## config.mk

```make
export PLATFORM = sky130hd
export DESIGN_NAME = adcc_converter_control
export DESIGN_NICKNAME = d
export VERILOG_FILES = /design/src/logic/adcc_converter_control.v /design/src/logic/adcc_result_store.v
export VERILOG_INCLUDE_DIRS = /design/src /design/src/logic
export SDC_FILE = /design/constraint.sdc
export NUM_CORES = 1
export LEC_CHECK = 0
export ABC_AREA = 1
export BUFFER_PORTS_ARGS = -buffer_cell sky130_fd_sc_hd__buf_2
export CAP_MARGIN = 20
export CORE_MARGIN = 4
export CORE_UTILIZATION = 35
export DETAILED_ROUTE_END_ITERATION = 8
export SLEW_MARGIN = 20
export SYNTH_ARGS = -nofsm -noshare
export SYNTH_HDL_FRONTEND = slang
export SYNTH_SLANG_ARGS = --single-unit
```

## constraint.sdc

```tcl
create_clock -name clock -period 3.8 [get_ports clock]
set_input_delay 0.57 -clock clock [delete_from_list [all_inputs] [get_ports clock]]
set_output_delay 0.57 -clock clock [all_outputs]
set_load 0.03 [all_outputs]
```

## src/logic/adcc_defines.vh

```
// Register offsets, field positions, reset values and timing counts of the converter control
`ifndef ADCC_DEFINES_VH
`define ADCC_DEFINES_VH

`define ADCC_ADDR_W          4
`define ADCC_OFF_RES_LOW     4'h0
`define ADCC_OFF_RES_HIGH    4'h1
`define ADCC_OFF_CONV_CTRL   4'h2
`define ADCC_OFF_CLK_PWR     4'h3
`define ADCC_OFF_PIN_CFG     4'h4
`define ADCC_OFF_IRQ_STATUS  4'h5
`define ADCC_OFF_IRQ_MASK    4'h6

`define ADCC_BIT_START       7
`define ADCC_BIT_BUSY        6
`define ADCC_BIT_TEST        7
`define ADCC_BIT_PWR_OFF     6

`define ADCC_RST_CLK_PWR     8'hc0
`define ADCC_RST_PIN_CFG     5'h00
`define ADCC_RST_CHSEL       3'h0
`define ADCC_RST_CLKSEL      3'h0

`define ADCC_CLK_DIV2        3'h0
`define ADCC_CLK_DIV8        3'h1
`define ADCC_CLK_DIV32       3'h2
`define ADCC_CLK_DIV1        3'h4
`define ADCC_CLK_DIV4        3'h5
`define ADCC_CLK_DIV16       3'h6

`define ADCC_CONV_TICKS      5'h10
`define ADCC_IRQ_DONE        0

`endif

```

## src/logic/adcc_converter_control.v

```verilog
// Converter control, clock divider, channel routing and register slave
// Function
// - Result split: high byte 11..4, low nibble 3..0
// - Unimplemented register bits read back as zero
// - Conversion starts after start bit rises then falls
// - Start held high resets converter, busy set
// - Busy flag high during conversion, resets high
// - Channel select routes one of five inputs
// - Pin enable bit makes pin analog input
// - All enables zero: digital pins, converter off
// - Power bit active low, resets to off
// - Clock select picks system clock divide ratio
// - Conversion end sets interrupt request flag
// - Converter on when enables nonzero and power bit zero
//
// The Avalon-MM register port and the register addresses were left to the implementer.
`timescale 1ns/1ns
`include "adcc_defines.vh"
module adcc_converter_control (
    input  wire        clock,
    input  wire        rstn,
    input  wire        clockEn,
    input  wire [3:0]  address,
    input  wire        read,
    input  wire        write,
    input  wire [31:0] writedata,
    output reg  [31:0] readdata,
    output wire        waitrequest,
    output wire        irq,
    output wire [4:0]  analogPinEnables,
    output wire [2:0]  analogInputSel,
    output wire        converterOn,
    output wire        converterReset,
    output wire        converterStart,
    output wire        converterClockEn,
    input  wire        converterDone,
    input  wire [11:0] converterResult
);
    // ****************************************************************
    // Registers
    // ****************************************************************
    reg        startBit_reg;
    reg [2:0]  channelSelect_reg;
    reg        testBit_reg;
    reg        converterPowerOff_reg;
    reg [2:0]  clockSelect_reg;
    reg [4:0]  pinEnables_reg;
    reg        busy_reg;
    reg        irqStatus_reg;
    reg        irqMask_reg;
    reg        readPending_reg;
    reg [3:0]  readAddr_reg;
    reg        doneMeta_reg;
    reg        doneSync_reg;
    reg        doneSeen_reg;
    reg [4:0]  divCount_reg;
    reg [4:0]  divCount_next;
    reg [4:0]  divLimit;
    reg [2:0]  inputSel;
    wire [11:0] resultWord;
    wire        doneRise;
    wire        startFall;
    wire        conversionEnd;
    wire        writeConvCtrl;
    wire        readStatus;

    // ****************************************************************
    // Bus slave: writes take one cycle, reads answer one cycle later
    // ****************************************************************
    assign waitrequest   = read & ~readPending_reg;
    assign writeConvCtrl = write && (address == `ADCC_OFF_CONV_CTRL);
    assign startFall     = writeConvCtrl & startBit_reg & ~writedata[`ADCC_BIT_START];
    assign readStatus    = readPending_reg && (readAddr_reg == `ADCC_OFF_IRQ_STATUS);

    always @(posedge clock or negedge rstn) begin
        if (!rstn) begin
            startBit_reg          <= 1'b0;
            channelSelect_reg     <= `ADCC_RST_CHSEL;
            testBit_reg           <= 1'b1;
            converterPowerOff_reg <= 1'b1;
            clockSelect_reg       <= `ADCC_RST_CLKSEL;
            pinEnables_reg        <= `ADCC_RST_PIN_CFG;
            irqMask_reg           <= 1'b0;
            readPending_reg       <= 1'b0;
            readAddr_reg          <= 4'h0;
        end else if (clockEn) begin
            readPending_reg <= read & ~readPending_reg;
            readAddr_reg    <= address;
            if (write) begin
                if (address == `ADCC_OFF_CONV_CTRL) begin
                    startBit_reg      <= writedata[`ADCC_BIT_START];
                    channelSelect_reg <= writedata[2:0];
                end else if (address == `ADCC_OFF_CLK_PWR) begin
                    testBit_reg           <= writedata[`ADCC_BIT_TEST];
                    converterPowerOff_reg <= writedata[`ADCC_BIT_PWR_OFF];
                    clockSelect_reg       <= writedata[2:0];
                end else if (address == `ADCC_OFF_PIN_CFG) begin
                    pinEnables_reg <= writedata[4:0];
                end else if (address == `ADCC_OFF_IRQ_MASK) begin
                    irqMask_reg <= writedata[`ADCC_IRQ_DONE];
                end
            end
        end
    end

    // ****************************************************************
    // Read data
    // ****************************************************************
    always @(posedge clock or negedge rstn) begin
        if (!rstn) begin
            readdata <= 32'h00000000;
        end else if (clockEn) begin
            if (read & ~readPending_reg) begin
                if (address == `ADCC_OFF_RES_LOW) begin
                    readdata <= {24'h000000, resultWord[3:0], 4'h0};
                end else if (address == `ADCC_OFF_RES_HIGH) begin
                    readdata <= {24'h000000, resultWord[11:4]};
                end else if (address == `ADCC_OFF_CONV_CTRL) begin
                    readdata <= {24'h000000, startBit_reg, busy_reg,
                                 3'h0, channelSelect_reg};
                end else if (address == `ADCC_OFF_CLK_PWR) begin
                    readdata <= {24'h000000, testBit_reg, converterPowerOff_reg,
                                 3'h0, clockSelect_reg};
                end else if (address == `ADCC_OFF_PIN_CFG) begin
                    readdata <= {27'h0000000, pinEnables_reg};
                end else if (address == `ADCC_OFF_IRQ_STATUS) begin
                    readdata <= {31'h00000000, irqStatus_reg};
                end else if (address == `ADCC_OFF_IRQ_MASK) begin
                    readdata <= {31'h00000000, irqMask_reg};
                end else begin
                    readdata <= 32'h00000000;
                end
            end
        end
    end

    // ****************************************************************
    // Converter power, routing and clock
    // ****************************************************************
    assign converterOn      = (|pinEnables_reg) & ~converterPowerOff_reg;
    assign analogPinEnables = pinEnables_reg;
    assign analogInputSel   = inputSel;
    assign converterReset   = startBit_reg | ~converterOn;
    assign converterStart   = startFall & converterOn;

    always @* begin
        case (channelSelect_reg)
            3'h0:    inputSel = 3'h0;
            3'h1:    inputSel = 3'h1;
            3'h2:    inputSel = 3'h2;
            3'h3:    inputSel = 3'h3;
            3'h7:    inputSel = 3'h3;
            default: inputSel = 3'h4;
        endcase
    end

    always @* begin
        case (clockSelect_reg)
            `ADCC_CLK_DIV1:  divLimit = 5'h00;
            `ADCC_CLK_DIV2:  divLimit = 5'h01;
            `ADCC_CLK_DIV4:  divLimit = 5'h03;
            `ADCC_CLK_DIV8:  divLimit = 5'h07;
            `ADCC_CLK_DIV16: divLimit = 5'h0f;
            `ADCC_CLK_DIV32: divLimit = 5'h1f;
            default:         divLimit = 5'h01;
        endcase
        divCount_next = (divCount_reg >= divLimit) ? 5'h00 : divCount_reg + 5'h01;
    end

    assign converterClockEn = converterOn && (divCount_reg == 5'h00);

    always @(posedge clock or negedge rstn) begin
        if (!rstn) begin
            divCount_reg <= 5'h00;
        end else if (clockEn) begin
            divCount_reg <= converterOn ? divCount_next : 5'h00;
        end
    end

    // ****************************************************************
    // Busy flag, end of conversion and interrupt
    // ****************************************************************
    always @(posedge clock or negedge rstn) begin
        if (!rstn) begin
            doneMeta_reg <= 1'b0;
            doneSync_reg <= 1'b0;
            doneSeen_reg <= 1'b0;
        end else if (clockEn) begin
            doneMeta_reg <= converterDone;
            doneSync_reg <= doneMeta_reg;
            doneSeen_reg <= doneSync_reg;
        end
    end

    assign doneRise      = doneSync_reg & ~doneSeen_reg;
    assign conversionEnd = busy_reg & ~startBit_reg & doneRise & converterOn;

    always @(posedge clock or negedge rstn) begin
        if (!rstn) begin
            busy_reg      <= 1'b1;
            irqStatus_reg <= 1'b0;
        end else if (clockEn) begin
            if (startBit_reg) begin
                busy_reg <= 1'b1;
            end else if (conversionEnd) begin
                busy_reg <= 1'b0;
            end
            if (conversionEnd) begin
                irqStatus_reg <= 1'b1;
            end else if (readStatus) begin
                irqStatus_reg <= 1'b0;
            end
        end
    end

    assign irq = irqStatus_reg & irqMask_reg;

    adcc_result_store resultStore (
        .clock     (clock),
        .rstn      (rstn),
        .clockEn   (clockEn),
        .writeEn   (conversionEnd),
        .writeData (converterResult),
        .readData  (resultWord)
    );
endmodule // adcc_converter_control

```

## src/logic/adcc_result_store.v

```verilog
// Result holding registers for the 12-bit conversion value
`timescale 1ns/1ns
module adcc_result_store (
    input  wire        clock,
    input  wire        rstn,
    input  wire        clockEn,
    input  wire        writeEn,
    input  wire [11:0] writeData,
    output reg  [11:0] readData
);
    reg [11:0] store;

    always @(posedge clock or negedge rstn) begin
        if (!rstn) begin
            store    <= 12'h000;
            readData <= 12'h000;
        end else if (clockEn) begin
            if (writeEn) begin
                store <= writeData;
            end
            readData <= writeEn ? writeData : store;
        end
    end
endmodule // adcc_result_store

```

Word-level counts from Yosys, hierarchy flattened. Index checks and enable logic that the tools add are counted.

Register bits after elaboration: 74. Input port bits: 54. Output and inout port bits: 46.

Add/sub/neg operators: 1. Order comparisons: 1. Equal/unequal tests: 16. Muxes and demuxes: 16. Bitwise gates (word level): 20. Reduce and logical (&&, ||, !) cells: 18.

Operator list (count): 2-to-1 mux 8 bit (4); one-hot mux 5 bit (5 select lines) (1); == test 4 x 3 -> 1 bit, second input constant (4); 2-to-1 mux 5 bit (3); == test 3 bit, second input constant (4); 2-to-1 mux 12 bit (1); one-hot mux 3 bit (4 select lines) (1); bitwise AND 1 bit (10); == test 3 x 2 -> 1 bit, second input constant (3); NOT 1 bit (9); == test 4 x 2 -> 1 bit, second input constant (2); AND reduction 2 bit (4); == test 3 x 1 -> 1 bit, second input constant (2); 2-to-1 mux 1 bit (6); AND reduction 6 bit (1); adder 5 x 1 -> 5 bit, second input constant (1); greater-or-equal comparator 5 bit (1); logical NOT 5 bit (1); AND reduction 5 bit (1); OR reduction 5 bit (1); == test 4 x 1 -> 1 bit, second input constant (1); logical NOT 4 bit (1); AND reduction 4 bit (1); nonzero test 2 bit (2); 5 further kinds (7).

Logic depth before layout (Yosys ltp).
Depth in word-level cells: 8. Depth in mapped cells: 11. Gate-level depth less buffers: 11.

Hierarchy. Synthesis repeated with hierarchy kept, for this count alone.

Cell total of the unflattened synthesis: 375. Area total of the unflattened synthesis: 2842.7 µm².

By module, submodules not included: adcc_converter_control (times used 1, cells an instance 323, area each 2359.8 µm²); adcc_result_store (times used 1, cells an instance 52, area each 483.0 µm²).

Worst setup path after synthesis. OpenSTA, ideal clock, no wires.

Kind: input to output. Start point: input port address[3]. End point: output port converterStart. Arrival time: 1.674 ns. Data required time: 3.230 ns. Slack: 1.556 ns. Stages: 5. Path buffers: 0. Cells stage by stage: inv_1 -> nand2_1 -> nor2_1 -> nand2_1 -> nor3_1.

Longest elaborated chain between the ends: 5.

RTL lines: from (decl) (line adcc_converter_control.v:23) `input wire [3:0] address,`; == test 4 x 2 -> 1 bit (no line); logical AND 1 bit (line adcc_converter_control.v:71) `` assign writeConvCtrl = write && (address == `ADCC_OFF_CONV_CTRL); ``; bitwise AND 1 bit (2 in series) (line adcc_converter_control.v:72) `` assign startFall = writeConvCtrl & startBit_reg & ~writedata[`ADCC_BIT_START]; ``; bitwise AND 1 bit (line adcc_converter_control.v:144) `assign converterStart = startFall & converterOn;`; to (decl) (line adcc_converter_control.v:34) `output wire converterStart,`.

No other way between the ends.

Worst setup path in the final report. Same ends and word-level chain as after synthesis.

==> flow_summary_export.csv <==
group,metric,value,unit
yosys,yosysWarnings,0,
placed_design,placed_cell_area,0.00303,sq mm
detailed_routing,wl_met2,2.87,mm
floorplanning,initial_core_util,35.9,%
power_and_ir_drop,p_per_area,433,mW/mm^2
global_route,grt_usage,13.7,%
hold_path,min_path_type,"in2async",
setup_path,crit_required,3.23,ns
setup_path,cp_cell_sequence,"buf_2 > inv_1 > nand2_1 > nor2_1 > nand2_1 > nor3_1 > buf_2",
floorplanning,ios,100,
timing,max_slew_margin,37.8,%
global_route,antenna_found_initial,0,
clocking,path_clk_slew,0.09,ns
detailed_routing,wirelength,6.33,mm
timing,worstMarginPinSlew,0.933,ns
floorplanning,die_area,0.00938,sq mm
timing,hold_viol_final,0,
outcome,status,"complete, no violations",
global_route,gr-total-overflow,0,
timing,fin_worst_skew,0.0110,ns
timing,slew_viol_final,0,
detailed_routing,avgViaCountPerCell,4.44,
setup_path,critical_path_class,"in2out",
finish,fin_nets,485,
finish,reg.largest.list,"resultStore.readData (12), readdata (8)",
power_and_ir_drop,p_leak,1.77,nW
setup_path,slowest_stage,"nor3_1",
clocking,cts_num_sinks,50,
timing,finalSetupViolCount,0,
placed_design,port_buffers,50,
setup_path,start_kind,"input port",
clocking,cts_buffers,5,
detailed_routing,vias,2341,
floorplanning,rows,32,
yosys,synthCells,371,
detailed_routing,wl_per_cell,12.0,um
finish,area_growth,12.5,%
detailed_routing,wl_met3,308,um
clocking,htree_num_levels,2,
setup_path,cp.arrival,1.76,ns
placed_design,dp_hpwl,4.95,mm
finish,fin_cells,527,
yosys,synth.distinct_cells,27,
clocking,post_cts_resize_count,0,
global_route,grt_max_degree,41,
detailed_routing,m1WireLength,3.09,mm
setup_path,end_kind,"primary output",
finish,regMostFlops,"resultStore.readData",
detailed_routing,drtAntennaViolNets,0,
yosys,ys_ff_latch,50,
clocking,cts_root_buf,"clkbuf_8",
timing,fin_crit_sh,61.4,%
detailed_routing,highest_layer,"met4",
timing,period_minus_slack,2.33,ns
setup_path,critPathMaxStageDelay,0.27,ns
placed_design,dp_cells,519,
placed_design,gp_congestion,0.750,
global_route,grt_pass1_wl,10.6,mm
global_route,grt_pass1_vias,2293,
clocking,clk_latency,0.30,ns
power_and_ir_drop,peakVddDrop,0.000175,V
detailed_routing,detailedRoute.firstPassIterationCount,4,
finish,largest_reg_flops,12,
job,maxCapViolCount,0,
yosys,avgSynthCellArea,7.45,sq um
yosys,netlist_area,0.00276,sq mm
timing,fin_ws,1.47,ns
setup_path,cp_max_fo,4,
finish,drive_gt1_share,17.9,%
timing,hold_slack,0.410,ns
placed_design,dp_slack,1.53,ns
timing,rsz0062_at_grt,"no",
yosys,yosysSeqAreaShare,45.4,%
floorplanning,die_h,96.8,um
finish,diodes,0,
detailed_routing,drt_iter0_markers,108,
clocking,cts_setup_buffers,0,
finish,fillCellCount,848,
floorplanning,die_w,96.8,um
timing,finalSetupTns,0,ns
finish,final_area,0.00311,sq mm
clocking,clock_path_buffers,2,
floorplanning,core_region_area,0.00769,sq mm
clocking,tritoncts,"yes",
timing,timing.fmax,429,MHz
clocking,ctsHoldBuffers,0,
detailed_routing,drc,0,
-- where the power goes --
group | switching, W | internal, W | total (W)
clock | 0.000166 | 0.000131 | 0.000298
sequential | 0.0000552 | 0.000606 | 0.000661
combinational | 0.000273 | 0.000113 | 0.000386
-- synth_stat cells --
master	n	area (sq um)
a21oi_1	8	40.0
buf_2	1	5.00
buf_4	25	188
buf_6	1	11.3
clkbuf_1	1	3.75
conb_1	1	3.75
dfrtp_1	47	1180
dfstp_2	3	78.8
ha_1	7	87.6
inv_1	33	124
inv_2	5	18.8
nand2_1	141	529
nand2_2	5	31.3
nand3_1	15	75.1
nand3_2	2	20.0
nand4_1	2	12.5
nor2_1	34	128
nor2_2	3	18.8
nor2_4	1	11.3
nor3_1	3	15.0
o21a_1	2	15.0
o21ai_0	15	75.1
o21ai_1	11	55.1
o21bai_1	1	7.51
or2_2	1	6.26
xnor2_1	1	8.76
xor2_1	2	17.5
-- final cells by class --
type	instances	area [sq um]	area share (%)
repair buffers	51	258	8.30
well taps	102	128	4.11
inverters	38	143	4.59
clock buffers	8	80.1	2.58
flip-flops and latches	50	1250	40.4
multi-input cells	278	1240	40.0
-- metal layers --
layer	vias to the layer above	track usage [%]
met5	-	0
met4	0	2.27
met3	6	3.46
met2	56	22.1
met1	1073	18.7
li1	1206	-
-- worst max-delay path: cells and delay by family --
kind	cells	cell delay (ns)
buffers and inverters	3	0.45
and+or+nand+nor	4	0.74
-- cell families after synthesis --
kind of cell,count (synthesis),synth area share (%)
other,1,0.136
and+or+nand+nor,207,30.7
AOI/OAI and AO/OA,37,6.97
DFF,50,45.4
adders and majority gates,7,3.17
xor gates and xnor gates,3,0.951
buffers and inverters,66,12.7
-- stage by stage --
stage	utilization, %	total power, W
floorplan	-	0.000957
global placement	39.4	0.00105
detailed placement	39.4	0.00106
CTS	40.4	0.00136
global route	40.4	0.00144
finish	40.4	0.00134
-- cells in the final DEF, fill, tap and decap left out, types with 5 or more instances in the layout --
master / Yosys / final
inv_2: 5 / 5
inv_1: 33 / 33
buf_2: 1 / 50
dfrtp_1: 47 / 47
nand2_1: 141 / 141
o21ai_0: 15 / 15
ha_1: 7 / 7
nor2_1: 34 / 34
nand3_1: 15 / 15
clkbuf_8: 0 / 5
conb_1: 1 / 24
nand2_2: 5 / 5
a21oi_1: 8 / 8
o21ai_1: 11 / 11
-- worst paths after layout --
| path | startpoint | end | slack (ns) | depth (start not counted) |
|---|---|---|---|---|
| min in group clock | converterResult[6] | resultStore.readData[6] | 0.46 | 3 |
| max in group asynchronous | rstn | testBit_reg | 2.60 | 2 |
| worst max-delay path | address[3] | converterStart | 1.47 | 7 |
| worst min register to register | resultStore.readData[11] | resultStore.readData[11] | 0.48 | 2 |
| worst max register to register | clockSelect_reg[1] | divCount_reg[3] | 1.95 | 11 |
| worst min-delay path | rstn | divCount_reg[4] | 0.41 | 1 |
Power figures use the tool's default switching activity.
